### src/pcs_defs.vh
// Operation
// [RL1] power_down_n low holds power-down with PLL and oscillator enables off
// [RL2] power-down entry zeroes volume at once and forces hard mute
// [RL3] power-down entry is asynchronous, needs no running clock
// [RL4] controller runs clock at least five cycles before releasing power-down
// [RL5] in power-down valid, PWM P/M, supply volume control low; SDA undriven
// [RL6] I2C and serial audio transfers ignored while power-down held
// [RL7] power-down stops PWM at once; mute first for a quiet stop
// [RL8] after power-down, measure rates, then reach end state, unmute when known
// [RL9] backend_error_n is a level; error needs at least five low cycles
// [RL10] back-end error: error state, wait 5 ms, re-init, resume
// [RL11] during back-end error valid and speaker/headphone PWM low, SDA undriven
// [RL12] channel-count bit 0 puts all eight outputs in error state
// [RL13] six-channel error: valid low, outputs 1-4,7,8 error, 5 and 6 run
// [RL14] software writes lineout channel configurations to zero for six channels
// [RL15] headphone_select_n low enables headphone, high enables speakers
// [RL16] each headphone select change soft mutes all then soft unmutes
// [RL17] channels 1-2 use headphone config while select low, own when high
// [RL18] remapped mixer in six-channel mode: controller toggles mute after select
// [RL19] mute ramps volume to silence; release ramps back to previous volume
// [RL20] register mute or mute pin low mutes all channels
// [RL21] muted channel stops switching then goes idle
// [RL22] any mute source overrides unmute and volume; unmute restores last volume
// [RL23] back-end error, select and mute inputs pass two-stage synchronizers
`ifndef PCS_DEFS_VH
`define PCS_DEFS_VH
`define PCS_CLK_HZ       25000000
`define PCS_ERR_MIN_CYC  5
`define PCS_ERR_WAIT_US  5000
`define PCS_ERR_WAIT_CYC ((`PCS_ERR_WAIT_US * (`PCS_CLK_HZ / 1000)) / 1000)
`define PCS_RATE_CYC     64
`define PCS_REINIT_CYC   32
`define PCS_VOL_W        8
`define PCS_VOL_MAX      8'hFF
`define PCS_CH_N         8
`define PCS_LINEOUT_MASK 8'h30
`endif

### src/pcs_pin_sequencer.v
`timescale 1ns/1ns
`include "pcs_defs.vh"
module pcs_pin_sequencer #(
    parameter ERR_WAIT_CYC = `PCS_ERR_WAIT_CYC,
    parameter RATE_CYC     = `PCS_RATE_CYC,
    parameter REINIT_CYC   = `PCS_REINIT_CYC,
    parameter VOL_STEP     = 1
) (
    // clock and reset
    input  wire       clk_sys,
    input  wire       rstn,
    // pins
    input  wire       power_down_n,
    input  wire       backend_error_n,
    input  wire       headphone_select_n,
    input  wire       mute_n,
    // configuration
    input  wire       six_channel,
    input  wire       reg_master_mute_n,
    input  wire [7:0] chan_mute,
    input  wire [7:0] volume_cmd,
    input  wire       supply_volume_control_enable,
    // status and control outputs
    output reg        valid,
    output reg        pll_osc_enable,
    output reg        bus_enable,
    output reg  [7:0] pwm_run,
    output reg  [1:0] hp_run,
    output reg  [7:0] volume,
    output reg        hp_config_sel,
    output reg        supply_volume_control,
    output reg        sda_oe,
    output reg        rates_known
);
    localparam S_PDN    = 6'h01;
    localparam S_RATE   = 6'h02;
    localparam S_RUN    = 6'h04;
    localparam S_ERR    = 6'h08;
    localparam S_REINIT = 6'h10;
    localparam S_HPSW   = 6'h20;

    // counter end points kept as integers so no bits are dropped in the compares
    localparam integer RATE_END   = RATE_CYC - 1;
    localparam integer ERR_END    = ERR_WAIT_CYC - 1;
    localparam integer REINIT_END = REINIT_CYC - 1;
    localparam integer ERR_MIN    = `PCS_ERR_MIN_CYC;
    localparam [7:0]   STEP       = VOL_STEP;

    // power-down pin acts as an extra async reset so no clock is needed
    wire arst_n = rstn & power_down_n; // [RL3]
    reg  rs1_q;
    reg  rs2_q;
    always @(posedge clk_sys or negedge arst_n) begin
        if (!arst_n) begin
            rs1_q <= 1'b0;
            rs2_q <= 1'b0;
        end else begin
            rs1_q <= 1'b1;
            rs2_q <= rs1_q;
        end
    end
    wire rst_n = rs2_q;

    // two-flop synchronisers, first stage read only by second
    genvar g;
    wire [2:0] sync_in = {mute_n, headphone_select_n, backend_error_n}; // [RL23]
    wire [2:0] sync_out;
    generate
        for (g = 0; g < 3; g = g + 1) begin : g_sync
            reg s1_q;
            reg s2_q;
            // idle level is high so leaving reset shows no false edge
            always @(posedge clk_sys or negedge rst_n) begin
                if (!rst_n) begin
                    s1_q <= 1'b1;
                    s2_q <= 1'b1;
                end else begin
                    s1_q <= sync_in[g]; // [RL23]
                    s2_q <= s1_q;
                end
            end
            assign sync_out[g] = s2_q;
        end
    endgenerate

    wire err_n_s = sync_out[0];
    wire hp_n_s  = sync_out[1];
    wire mute_s  = sync_out[2];

    reg [5:0]  st_q;
    reg [5:0]  st_d;
    reg [22:0] cnt_q;
    reg [22:0] cnt_d;
    reg [2:0]  low_q;
    reg [2:0]  low_d;
    reg        hp_prev_q;
    reg        hp_prev_d;
    reg [7:0]  vol_q;
    reg [7:0]  pwm_q;
    reg [1:0]  hp_q;
    wire [7:0] ch_idle;

    wire running = (st_q == S_RUN) | (st_q == S_HPSW);
    wire in_err  = (st_q == S_ERR) | (st_q == S_REINIT);

    // error only counts after five consecutive low samples; shorter dips are glitches
    wire err_hit = (low_q >= ERR_MIN); // [RL9]
    always @* begin
        low_d = low_q;
        if (err_n_s)
            low_d = 3'h0;
        else if (!err_hit)
            low_d = low_q + 3'h1;
    end

    always @(posedge clk_sys or negedge rst_n) begin
        if (!rst_n)
            low_q <= 3'h0;
        else
            low_q <= low_d;
    end

    // error mask: lineouts 5 and 6 keep running in six-channel mode
    wire [7:0] err_mask = six_channel ? ~`PCS_LINEOUT_MASK : 8'hFF; // [RL12] [RL13]
    // any mute source silences; pin or register master mute hits every channel
    wire       master_mute = ~mute_s | ~reg_master_mute_n; // [RL20]
    wire [7:0] ch_mute = chan_mute | {8{master_mute}}; // [RL22]
    wire       hp_chg = (hp_n_s != hp_prev_q); // [RL16]
    wire       silent = (vol_q == 8'h00);
    wire       muting = (st_q == S_HPSW) | master_mute; // [RL16] [RL22]
    wire [7:0] vol_tgt = muting ? 8'h00 : volume_cmd; // [RL19] [RL22]

    // hp_prev_q is the applied selection; it changes only at the end of S_RATE or once the swap is silent,
    // so a swap cut short by an error is taken up again after recovery
    always @* begin
        st_d      = st_q;
        cnt_d     = cnt_q;
        hp_prev_d = hp_prev_q;
        case (st_q)
            S_PDN: begin
                st_d  = S_RATE;
                cnt_d = 23'h0;
            end
            // measure clock rates against the crystal before unmuting
            S_RATE: begin
                cnt_d = cnt_q + 23'h1; // [RL8]
                if (cnt_q >= RATE_END) begin
                    st_d      = S_RUN;
                    cnt_d     = 23'h0;
                    hp_prev_d = hp_n_s;
                end
            end
            S_RUN: begin
                if (err_hit) begin
                    st_d  = S_ERR; // [RL10]
                    cnt_d = 23'h0;
                end else if (hp_chg) begin
                    st_d = S_HPSW; // [RL16]
                end
            end
            S_ERR: begin
                cnt_d = cnt_q + 23'h1;
                if (cnt_q >= ERR_END) begin
                    st_d  = S_REINIT; // [RL10]
                    cnt_d = 23'h0;
                end
            end
            // a level input: re-init waits until the error pin is released
            S_REINIT: begin
                if (!err_hit)
                    cnt_d = cnt_q + 23'h1;
                if (!err_hit && cnt_q >= REINIT_END) begin
                    st_d  = S_RUN; // [RL10]
                    cnt_d = 23'h0;
                end
            end
            S_HPSW: begin
                if (err_hit) begin
                    st_d  = S_ERR;
                    cnt_d = 23'h0;
                end else if (silent) begin
                    st_d      = S_RUN; // [RL16]
                    hp_prev_d = hp_n_s;
                end
            end
            default: begin
                st_d = S_PDN;
            end
        endcase
    end

    always @(posedge clk_sys or negedge rst_n) begin
        if (!rst_n) begin
            st_q      <= S_PDN;
            cnt_q     <= 23'h0;
            hp_prev_q <= 1'b1;
        end else begin
            st_q      <= st_d;
            cnt_q     <= cnt_d;
            hp_prev_q <= hp_prev_d;
        end
    end

    // volume ramps one step per clock; power-down reset forces it to zero
    // the ramp keeps going through a back-end error so lineouts are not disturbed
    // the last step lands on the target, so the ramp never overshoots
    wire [7:0] vol_up   = (vol_tgt - vol_q > STEP) ? vol_q + STEP : vol_tgt;
    wire [7:0] vol_down = (vol_q - vol_tgt > STEP) ? vol_q - STEP : vol_tgt;
    reg  [7:0] vol_d;
    always @* begin
        vol_d = vol_q;
        if (!running && !in_err)
            vol_d = 8'h00; // [RL2]
        else if (vol_q < vol_tgt)
            vol_d = vol_up; // [RL19]
        else if (vol_q > vol_tgt)
            vol_d = vol_down; // [RL19]
    end

    always @(posedge clk_sys or negedge rst_n) begin
        if (!rst_n)
            vol_q <= 8'h00; // [RL2]
        else
            vol_q <= vol_d;
    end

    // channel run enables; a muted channel stops only once its own ramp is silent
    // speakers and headphone both sit in hard mute for the cycle of the swap
    wire hp_hard = (st_q == S_HPSW) & silent; // [RL16]
    generate
        for (g = 0; g < `PCS_CH_N; g = g + 1) begin : g_ch
            // each channel ramps on its own so a chan_mute bit silences only that channel
            reg  [7:0] cv_q;
            reg  [7:0] cv_d;
            wire       err_off = in_err & err_mask[g]; // [RL11]
            wire       keep    = in_err & ~err_mask[g]; // [RL13]
            wire       spk_off = (g < 2) & (~hp_prev_q | hp_hard); // [RL15] [RL16]
            always @* begin
                cv_d = vol_q;
                if (ch_mute[g])
                    cv_d = (cv_q > STEP) ? cv_q - STEP : 8'h00; // [RL19] [RL22]
            end

            always @(posedge clk_sys or negedge rst_n) begin
                if (!rst_n)
                    cv_q <= 8'h00;
                else
                    cv_q <= cv_d;
            end
            assign ch_idle[g] = ch_mute[g] & (cv_q == 8'h00); // [RL21]

            always @(posedge clk_sys or negedge rst_n) begin
                if (!rst_n)
                    pwm_q[g] <= 1'b0; // [RL5] [RL7]
                else
                    pwm_q[g] <= (running | keep) & ~err_off & ~spk_off & ~ch_idle[g];
            end
        end
        for (g = 0; g < 2; g = g + 1) begin : g_hp
            always @(posedge clk_sys or negedge rst_n) begin
                if (!rst_n)
                    hp_q[g] <= 1'b0;
                else
                    hp_q[g] <= running & ~hp_prev_q & ~hp_hard & ~ch_idle[g]; // [RL15]
            end
        end
    endgenerate

    // next values of the registered outputs
    wire valid_d  = running; // [RL11] [RL13]
    wire svc_d    = supply_volume_control_enable & running; // [RL5]
    wire known_d  = (st_q != S_PDN) & (st_q != S_RATE); // [RL8]
    wire hp_cfg_d = ~hp_prev_q; // [RL17]

    // registered outputs
    always @(posedge clk_sys or negedge rst_n) begin
        if (!rst_n) begin
            valid                 <= 1'b0; // [RL5]
            pll_osc_enable        <= 1'b0; // [RL1]
            bus_enable            <= 1'b0; // [RL6]
            pwm_run               <= 8'h00;
            hp_run                <= 2'h0;
            volume                <= 8'h00;
            hp_config_sel         <= 1'b0;
            supply_volume_control <= 1'b0; // [RL5]
            sda_oe                <= 1'b0;
            rates_known           <= 1'b0;
        end else begin
            valid                 <= valid_d; // [RL11] [RL13]
            pll_osc_enable        <= 1'b1; // [RL1]
            bus_enable            <= 1'b1; // [RL6]
            pwm_run               <= pwm_q;
            hp_run                <= hp_q;
            volume                <= vol_q;
            hp_config_sel         <= hp_cfg_d; // [RL17]
            supply_volume_control <= svc_d;
            sda_oe                <= 1'b0; // [RL5] [RL11]
            rates_known           <= known_d; // [RL8]
        end
    end
endmodule // pcs_pin_sequencer

### config.mk
export PLATFORM = sky130hd
export DESIGN_NAME = pcs_pin_sequencer
export DESIGN_NICKNAME = d
export VERILOG_FILES = /design/src/pcs_pin_sequencer.v
export VERILOG_INCLUDE_DIRS = /design/src
export SDC_FILE = /design/constraint.sdc
export NUM_CORES = 1
export LEC_CHECK = 0
export ABC_AREA = 1
export BUFFER_PORTS_ARGS = -buffer_cell sky130_fd_sc_hd__buf_2
export CORE_UTILIZATION = 30
export CTS_CLUSTER_SIZE = 24
export DETAILED_ROUTE_END_ITERATION = 8
export GPL_TIMING_DRIVEN = 0
export PLACE_DENSITY = 0.53
export SKIP_CTS_REPAIR_TIMING = 1
export SYNTH_ARGS = -nofsm -noshare
export SYNTH_HDL_FRONTEND = slang
export SYNTH_SLANG_ARGS = --single-unit
### constraint.sdc
create_clock -name clk_sys -period 5.64 [get_ports clk_sys]
set_clock_uncertainty 0.2 [all_clocks]
set_input_delay 0.846 -clock clk_sys [delete_from_list [all_inputs] [get_ports clk_sys]]
set_output_delay 0.846 -clock clk_sys [all_outputs]
set_load 0.1 [all_outputs]
# Word-level counts from Yosys, hierarchy flattened
# Cells that the tools add are included.
[word_totals]
ff_bits = 146
output_inout_bits = 25
in_bits = 25
[op_classes]
bitwise = 93
n_lt_le_gt_ge = 16
n_addsub = 14
n_reduce_logical = 21
n_eq_ne = 19
n_mux = 43
[ops]
columns = ["op", "n"]
rows = [
  ["8-bit two-way mux", 22],
  ["23-bit two-way mux", 5],
  ["23-bit case mux with 5 select lines", 1],
  ["8-bit by 1-bit > comparator with 1-bit output, second input constant", 10],
  ["8-bit logical NOT", 9],
  ["8-bit by 1-bit subtractor with 8-bit output, second input constant", 9],
  ["1-bit AND", 48],
  ["6-bit two-way mux", 8],
  ["6-bit case mux with 6 select lines", 1],
  ["1-bit NOT", 27],
  ["23-bit by 1-bit adder with 23-bit output, second input constant", 1],
  ["23-bit by 17-bit greater-or-equal comparator with 1-bit output, second input constant", 1],
  ["23-bit by 5-bit greater-or-equal comparator with 1-bit output, second input constant", 1],
  ["23-bit by 6-bit greater-or-equal comparator with 1-bit output, second input constant", 1],
  ["8-bit subtractor", 2],
  ["1-bit bitwise OR", 13],
  ["8-bit by 1-bit adder with 8-bit output, second input constant", 1],
  ["8-bit > comparator", 1],
  ["8-bit less-than comparator", 1],
  ["2-bit != test, second input constant", 4],
  ["8-bit bitwise OR", 1],
  ["6-bit by 1-bit == test with 1-bit output, second input constant", 1],
  ["6-bit by 2-bit == test with 1-bit output, second input constant", 1],
  ["6-bit by 3-bit == test with 1-bit output, second input constant", 1],
  ["other kinds (25)", 36],
]

# Depth between registers and ports, before layout
# Gate-level depths: netlist of run 1.
[logic_depth]
ltp_word = 10
ltp_mapped = 23

# Worst setup path after synthesis of run 1
# No wires, ideal clock.
[synth_path]
kind = "input -> register"
from = "input reg_master_mute_n"
to = "register vol_q[2]"
t_arrival_ns = 3.108
path_slack_ns = 2.214
setup_time_ns = 0.118
cell_stages = 20
required_ns = 5.322
path_cell_list = "nand2_2 -> clkinv_2 -> nand2_1 -> inv_1 -> nand2_1 -> inv_1 -> ha_1 -> fa_1 -> nor2_1 -> nor2_1 -> o21ai_0 -> xor2_1 -> nor2_1 -> nand2_1 -> buf_2 -> nand3_1 -> o21ai_1 -> nand2_1 -> nand3_1 -> nand2_1"
[synth_via]
elab_chain_cells = 10
word_cells_on_any_way = 16
classes_between = "add/sub (2); order compare (4); mux (6); bitwise (3); reduce/logical (1)"
[synth_rtl]
columns = ["element", "line_no", "text"]
rows = [
  ["start: declaration", "pcs_pin_sequencer.v:19", "input wire reg_master_mute_n,"],
  ["1-bit NOT *", "pcs_pin_sequencer.v:126", "wire master_mute = ~mute_s | ~reg_master_mute_n;"],
  ["1-bit bitwise OR *", "pcs_pin_sequencer.v:126", ""],
  ["1-bit bitwise OR *", "pcs_pin_sequencer.v:130", "wire muting = (st_q == S_HPSW) | master_mute;"],
  ["8-bit two-way mux *", "pcs_pin_sequencer.v:131", "wire [7:0] vol_tgt = muting ? 8'h00 : volume_cmd;"],
  ["8-bit subtractor", "pcs_pin_sequencer.v:208", "wire [7:0] vol_down = (vol_q - vol_tgt > STEP) ? vol_q - STEP : vol_tgt;"],
  ["8-bit by 1-bit > comparator with 1-bit output", "pcs_pin_sequencer.v:208", ""],
  ["8-bit two-way mux", "pcs_pin_sequencer.v:208", ""],
  ["8-bit two-way mux", "pcs_pin_sequencer.v:216", "else if (vol_q > vol_tgt)"],
  ["8-bit two-way mux", "pcs_pin_sequencer.v:214", "else if (vol_q < vol_tgt)"],
  ["8-bit two-way mux", "pcs_pin_sequencer.v:212", "if (!running && !in_err)"],
  ["end signal: assignment", "pcs_pin_sequencer.v:224", "vol_q <= vol_d;"],
  ["end: declaration", "pcs_pin_sequencer.v:98", "reg [7:0] vol_q;"],
]
# Mark *: on every way between the ends. The rest lies on a longest branch, timed or not. The select of a mux whose other input is x is not followed.
# A chain may end at the register's enable or synchronous reset.

# Worst setup path after layout of run 1
# Ends and elaborated chain as after synthesis.

==> metrics, run 1 <==
max-slew violations=0; final std cells w/o fill=around 1400; Clk pwr share=24.6%; Cell variety after synth=55; vias in the first global route=about 6300; Flop pwr share=34.2%; dpl ws=1.38 ns; DR iter-0 viols=414; YS warnings=0; total CTS buffers=17; critical path's most frequent cell=nand2_1; asr flop ratio synth=between 90% and 100%; DRC=0; share of cells above drive strength 1=between 10% and 20%; Worst-path clk slew=around 0.070 ns; Top FF cell, synth=dfrtp_1; RePlAce Congestion=0.826; Ant. Diodes=0; CP max stage delay=0.41 ns; synth cell count leaders=nand2_1, dfrtp_1, inv_1; top-area cell type share of the netlist area=43.3%; worst rel slew slack=39.2%; Period minus WS final=approximately 3.8 ns; area leader, netlist=dfrtp_1; final setup margin=1.81 ns; Pwr per Cell Area=roughly 490 nW/um2; final net count=between 1000 and 1500; overall power=around 4.6 mW; Startpoint Class=input port; IO Count=50; DR pass1 iterations=5; VDD IR max=between 0.2 and 0.25 mV; CTS tree=built; Die ar.=about 27000 um2; Die Wd=165 um; via count=between 6000 and 7000; #FFs+latches synth=between 100 and 150; htree depth=4; P&R area growth vs syn=16.4%; Post-synth EDFFs=0; count of final hold-check violations=0; worst-skew pair later-pin latency=between 0.4 and 0.5 ns; # setup viols final=0; Avg Cell Area, Syn=8.53 um2; Vias per Instance=roughly 4.7; worst slew pin tran=roughly 0.90 ns; Hold Crit Class=in -> async; total grt overflow=0; initial antenna violation count=0; leakage=4.61 nW; all-layer global routing usage=15.3%; CP cell instances=buf_2 > nand2_2 > clkinv_2 > nand2_1 > inv_1 > nand2_1 > inv_1 > ha_1 > fa_1 > nor2_1 > nor2_1 > o21ai_0 > xor2_1 > nor2_1 > nand2_1 > buf_2 > nand3_1 > o21ai_1 > nand2_1 > nand3_1 > nand2_1; die height=165 um; CTS sink cnt=146; Port Buffers=48; CP Capture Type=register; most frequent cell after synthesis=nand2_1; delay-heaviest family, CP=simple AND/OR/NAND/NOR gates; HPWL Detailed=about 14000 um; clk buf depth=2; row cnt=59; core area=26100 um2; mapped cell area=7970 um2; Fmax=~0.26 GHz; RSZ-0062 raised after global routing=false; Logic pwr share=41.2%; Internal=2.69 mW; Worst EP arrival=3.94 ns; Setup CP Type=in -> reg; Fillers=approximately 2700; Slowest-stage cell, CP=fa_1; Switching Share=41.3%; Starting Density=30.6%; status=complete, no violations; Final period util=between 60% and 70%; CTS root buf=clkbuf_16; DRT Wirelength=between 15000 and 20000 um; Routed Antenna Nets=0; FF+latch area=3670 um2; multi-input logic area=3740 um2; Worst Path Max Fanout=10; Routed wire per std cell=14.2 um; Placed Cells=1320; most area-consuming cells after synthesis=dfrtp_1, nand2_1, xor2_1; WP data required=5.75 ns; global-route wire length before repair=32100 um; Syn Inst Count=slightly above 900; switching pwr=1.89 mW; crit path buf inv count=5; Max-Cap Viols=0; largest net degree at the start of global routing=65; Seq/Total Area, Yosys=46.0%
-- final cells by class --
type / count / share of cell area (%)
buffer: 20 / 1.08
clock buffer: 18 / 4.73
clock inverter: 14 / 1.65
inverter: 125 / 5.07
multi-input combinational: 644 / 40.3
sequential: 146 / 39.5
tap: 335 / 4.52
timing repair buffer: 50 / 3.10
-- registers in the layout (all words and copies together), names as in the netlist --
register and flops:
bus_enable 1, cnt_q 23, err_n_s 1, g_ch.cv_q 64, g_sync.s1_q 3, g_sync.s2_q 2
hp_config_sel 1, hp_prev_q 1, hp_q 2, hp_run 2, low_q 3, pwm_q 8
pwm_run 8, rates_known 1, rs1_q 1, rs2_q 1, st_q 6, supply_volume_control 1
valid 1, vol_q 8, volume 8
-- placed cells by master (no fill, tap or decap), types with 3 or more instances in the layout --
cell type / count
inv_1: 104
nor2_4: 3
o21ai_1: 26
dfrtp_1: 137
o211ai_1: 9
xnor2_1: 13
o21ai_0: 14
ha_1: 34
inv_2: 13
clkinv_2: 4
o2bb2ai_1: 8
buf_4: 3
buf_2: 53
clkinv_4: 4
nor2_1: 100
conb_1: 3
inv_6: 4
nand4_1: 25
dfstp_2: 8
o22ai_1: 59
nand2_1: 150
clkbuf_16: 17
a31oi_1: 5
nor3_1: 22
nand2_2: 6
or2_2: 11
clkbuf_1: 10
a21oi_1: 17
xor2_1: 49
nor4_1: 4
nor2_2: 3
clkinv_1: 7
nand3_1: 54
or3_1: 5
-- per-layer routing --
| layer | routed length, um | GRT usage, % | vias up |
|---|---|---|---|
| li1 | - | - | 3243 |
| met4 | 354 | 5.38 | 0 |
| met3 | 829 | 2.99 | 28 |
| met5 | 0 | 0 | - |
| met1 | 9020 | 20.3 | 2987 |
| met2 | 9050 | 24.7 | 120 |
-- metrics by stage --
stage / cell area, um2 / util, % / setup TNS [ns] / hold slack, ns
finish: 9280 / 35.6 / 0 / 0.0669
global route: 9280 / 35.6 / 0 / 0.0663
CTS: 9280 / 35.6 / 0 / 0.0502
detailed placement: 8680 / 33.3 / 0 / 0.136
global placement: 8630 / 33.1 / -108.57 / 0.134
floorplan: 7970 / - / 0 / 0.131
-- power groups by stage --
stage | combinational [mW] | clock [mW] | sequential, mW
detailed placement | 1.89 | 0 | 1.58
global placement | 1.85 | 0 | 1.59
global route | 2.12 | 1.21 | 1.61
finish | 1.89 | 1.13 | 1.57
floorplan | 1.32 | 0 | 1.74
CTS | 1.89 | 1.16 | 1.57
-- worst register-to-register path: cells and delay by family (launching register included) --
family	cells	cell delay (ns)
xor gates and xnor gates	1	0.16
adders and majority gates	2	0.63
DFF	1	0.42
buffers and inverters	4	0.64
and+or+nand+nor	12	1.29
AOI/OAI and AO/OA	2	0.31
-- path summary, 6_finish.rpt --
check	depth (start not counted)	startpoint	to	slack [ns]
setup / recovery	21	reg_master_mute_n	vol_q[2]	1.81
setup reg to reg	21	st_q[3]	vol_q[2]	1.88
max in group asynchronous	2	rs2_q	g_sync[1].s2_q	4.08
min in group clk_sys	0	pwm_q[4]	pwm_run[4]	0.15
hold / removal	3	power_down_n	rs2_q	0.07
hold reg to reg	0	rs2_q	g_ch[6].cv_q[0]	0.12
-- cell families (layout without fill, tap and decap cells) --
family                   count (synthesis)  count (layout)  share of synthesized area, %
XOR/XNOR                                62              62                          6.81
buffers and inverters                  145             227                          7.16
other                                    2               3                        0.0942
AO/OA/AOI/OAI                          149             149                          11.6
AND/OR/NAND/NOR                        395             395                          22.8
flip-flops                             146             146                          46.0
adder cells (fa/ha/maj)                 35              35                          5.59
No activity file was read; power rests on OpenSTA's default activity.
==> run 2: changes to the inputs <==
--- a/config.mk
+++ b/config.mk
@@ -6,13 +6,13 @@
 export SDC_FILE = /design/constraint.sdc
 export NUM_CORES = 1
 export LEC_CHECK = 0
-export ABC_AREA = 1
+export ABC_AREA = 0
 export BUFFER_PORTS_ARGS = -buffer_cell sky130_fd_sc_hd__buf_2
 export CORE_UTILIZATION = 30
 export CTS_CLUSTER_SIZE = 24
 export DETAILED_ROUTE_END_ITERATION = 8
 export GPL_TIMING_DRIVEN = 0
-export PLACE_DENSITY = 0.53
+export PLACE_DENSITY = 0.55
 export SKIP_CTS_REPAIR_TIMING = 1
 export SYNTH_ARGS = -nofsm -noshare
 export SYNTH_HDL_FRONTEND = slang
==> constraint.sdc (replaced) <==
create_clock -name clk_sys -period 3.2 [get_ports clk_sys]
set_clock_uncertainty 0.2 [all_clocks]
set_input_delay 0.48 -clock clk_sys [delete_from_list [all_inputs] [get_ports clk_sys]]
set_output_delay 0.48 -clock clk_sys [all_outputs]
set_load 0.1 [all_outputs]
==> run 2 against run 1 <==
  * The run now ends with setup timing left
  * Worst setup slack lost 2.6 ns
  * Routed wire length up 7.7%
  * Sequential cell count stayed put
  * Sequential power is 78% higher
  * Utilization rose by 2.1 points
  * Via count rose by 2.7%
  * First-iteration DRC count grew 6.5%
  * Count of clock-buffer cells in the layout rose by 1
  * Die area decreased by 0.50%
==> metrics, run 2 <==
Cell variety after synth=70; HP Start=supply_volume_control_enable; Ant. Diodes=0; commonest non-fill, non-tap cell in the layout=dfrtp_1; final setup margin=-0.808 ns; Seq/Total Area, Yosys=a little under half; largest net degree at the start of global routing=51; Reg with most FFs=g_ch.cv_q; final std cells w/o fill=approximately 1300; most area-consuming cells after synthesis=dfrtp_1, o21ai_0, ha_1; row cnt=59; Max-Cap Viols=0; RePlAce Congestion=about 0.87; Vias per Instance=between 5 and 6; count of final hold-check violations=0; worst r2r dst=vol_q[4]; Starting Density=30.5%; P&R area growth vs syn=23.6%; all-layer global routing usage=15.9%; Top FF cell, synth=dfrtp_1; DRC=0; worst rel slew slack=42.4%; DR pass1 iterations=5; switching pwr=3.42 mW; Pwr per Cell Area=858 nW/um2; Slowest-stage cell, CP=or4_4; # setup viols final=8; Internal=4.99 mW; Final period util=125%; clk buf depth=2; Die Wd=165 um; fin util=37.7%; Logic pwr share=a little over two fifths; crit path buf inv count=3; max reg flops=64; Hold Crit Class=in -> reg; Placed Cells=1245; CTS sink cnt=146; top-area cell type share of the netlist area=43.6%; hold endpoint=supply_volume_control; Clk pwr share=between 20 and 25%; RSZ-0062 raised after global routing=true; Worst EP arrival=between 4 and 5 ns; HPWL Detailed=14000 um; Switching Share=40.7%; initial antenna violation count=0; failing checks=setup timing; Post-synth EDFFs=0; critical path's most frequent cell=buf_6; Reg2Reg Setup Slack=-0.81 ns; Hold WS=0.0495 ns; htree depth=4; Startpoint Class=register; Fillers=between 2000 and 3000; RR Startpoint=st_q[3]; CTS root buf=clkbuf_16; Hold Crit Depth=2; total grt overflow=0; WP data required=around 3.3 ns; Period minus WS final=4.01 ns; worst slew pin tran=about 0.85 ns; commonest cells after routing, fill and taps aside=dfrtp_1, nand2_1, o21ai_0; leakage=4.30 nW; Worst Path Max Fanout=6; Setup CP Type=reg -> reg; YS warnings=0; Regs by FF count=g_ch.cv_q x64, cnt_q x23; synth cell count leaders=dfrtp_1, nand2_1, o21ai_0; DRT Wirelength=20700 um; final net count=1017; share of cells above drive strength 1=19.1%; die height=165 um; vias in the first global route=6122; most frequent cell after synthesis=dfrtp_1; Die ar.=27100 um2; Routed wire per std cell=15.9 um; CP max stage delay=0.50 ns; area leader, netlist=dfrtp_1; total CTS buffers=17; Routed Antenna Nets=0; CTS tree=built; #FFs+latches synth=roughly 150; Reg2Reg Depth=15; global-route wire length before repair=32900 um; Port Buffers=48; asr flop ratio synth=100%; Worst-path clk slew=0.06 ns; CP cell instances=buf_6 > nor4_4 > a21oi_4 > buf_8 > nand2_1 > ha_1 > nor2b_2 > nor2_1 > nor4_2 > or4_4 > a2111oi_4 > a21boi_4 > buf_6 > o2111ai_2 > nand3_1; Avg Cell Area, Syn=approximately 9.2 um2; delay-heaviest family, CP=simple AND/OR/NAND/NOR gates; Syn Inst Count=859; CP Capture Type=register; IO Count=50; VDD IR max=0.307 mV; WP depth=15; via count=6550; core area=around 26000 um2; Flop pwr share=33.2%; status=finished with violations; worst-skew pair later-pin latency=0.43 ns; max-slew violations=0; mapped cell area=7930 um2; DR iter-0 viols=441; Fmax=0.250 GHz
-- run 2: layout make-up --
type,count,area [um2],share of cell area (%)
clock buffers,19,453,4.62
well taps,335,419,4.28
inverters,38,148,1.51
flip-flops and latches,146,3670,37.4
multi-input cells,646,4250,43.4
plain buffers,29,154,1.57
clock inverters,12,156,1.60
repair buffers,79,552,5.63
-- run 2: stage by stage --
| stage | setup TNS (ns) | instance area [um2] | setup WS (ns) | power (mW) |
|---|---|---|---|---|
| floorplan | -3.41 | 8010 | -0.471 | 5.29 |
| global placement | -87.91 | 8670 | -1.15 | 5.99 |
| detailed placement | -14.07 | 8730 | -1.17 | 6.03 |
| CTS | -14.25 | 9340 | -1.19 | 8.17 |
| global route | -9.45 | 9800 | -0.943 | 9.00 |
| finish | -6.21 | 9800 | -0.808 | 8.41 |
-- run 2: worst max path at each step --
| stage | from | end | slack, ns |
|---|---|---|---|
| after floorplan | st_q[1] | vol_q[2] | -0.47 |
| after global routing | st_q[3] | vol_q[4] | -0.94 |
| after global placement | g_sync[2].s2_q | vol_q[2] | -1.15 |
| after detailed placement | g_sync[2].s2_q | vol_q[2] | -1.17 |
| final | st_q[3] | vol_q[4] | -0.81 |
| after CTS | g_sync[2].s2_q | vol_q[2] | -1.19 |
-- run 2: cell families (layout without fill, tap and decap cells) --
group	Yosys count	in the layout	share of synthesized area [%]
buf+inv	68	177	3.44
compound gates	211	211	17.1
simple gates	335	335	20.6
mux	3	3	0.410
other cells	2	3	0.0947
fa+ha+maj	35	35	5.62
xor+xnor	59	59	6.52
flops	146	146	46.2
-- run 2: power by group through the flow --
stage | Combinational, mW | Sequential (mW) | Clock, mW
after floorplan | 2.18 | 3.11 | 0
after global routing | 3.91 | 2.87 | 2.23
after global placement | 3.15 | 2.84 | 0
final | 3.54 | 2.79 | 2.08
after detailed placement | 3.22 | 2.81 | 0
after CTS | 3.22 | 2.79 | 2.15
-- run 2: worst register-to-register path, stage by stage, from the launching register on --
cell       delay, ns
dfrtp_1         0.39
buf_6           0.14
nor4_4          0.32
a21oi_4         0.10
buf_8           0.15
nand2_1         0.16
ha_1            0.33
nor2b_2         0.23
nor2_1          0.22
nor4_2          0.09
or4_4           0.50
a2111oi_4       0.49
a21boi_4        0.14
buf_6           0.17
o2111ai_2       0.16
nand3_1         0.11
-- run 2: metal layers --
layer  up-vias  global-route usage, %  wire (um)  part of all wire, %
li1       3235                      -          -                    -
met1      3167                   22.8      10200                   49
met4         0                   4.21        235                  1.1
met5         -                      0          0                    0
met3        15                   3.14        820                  4.0
met2       133                   24.2       9520                   46
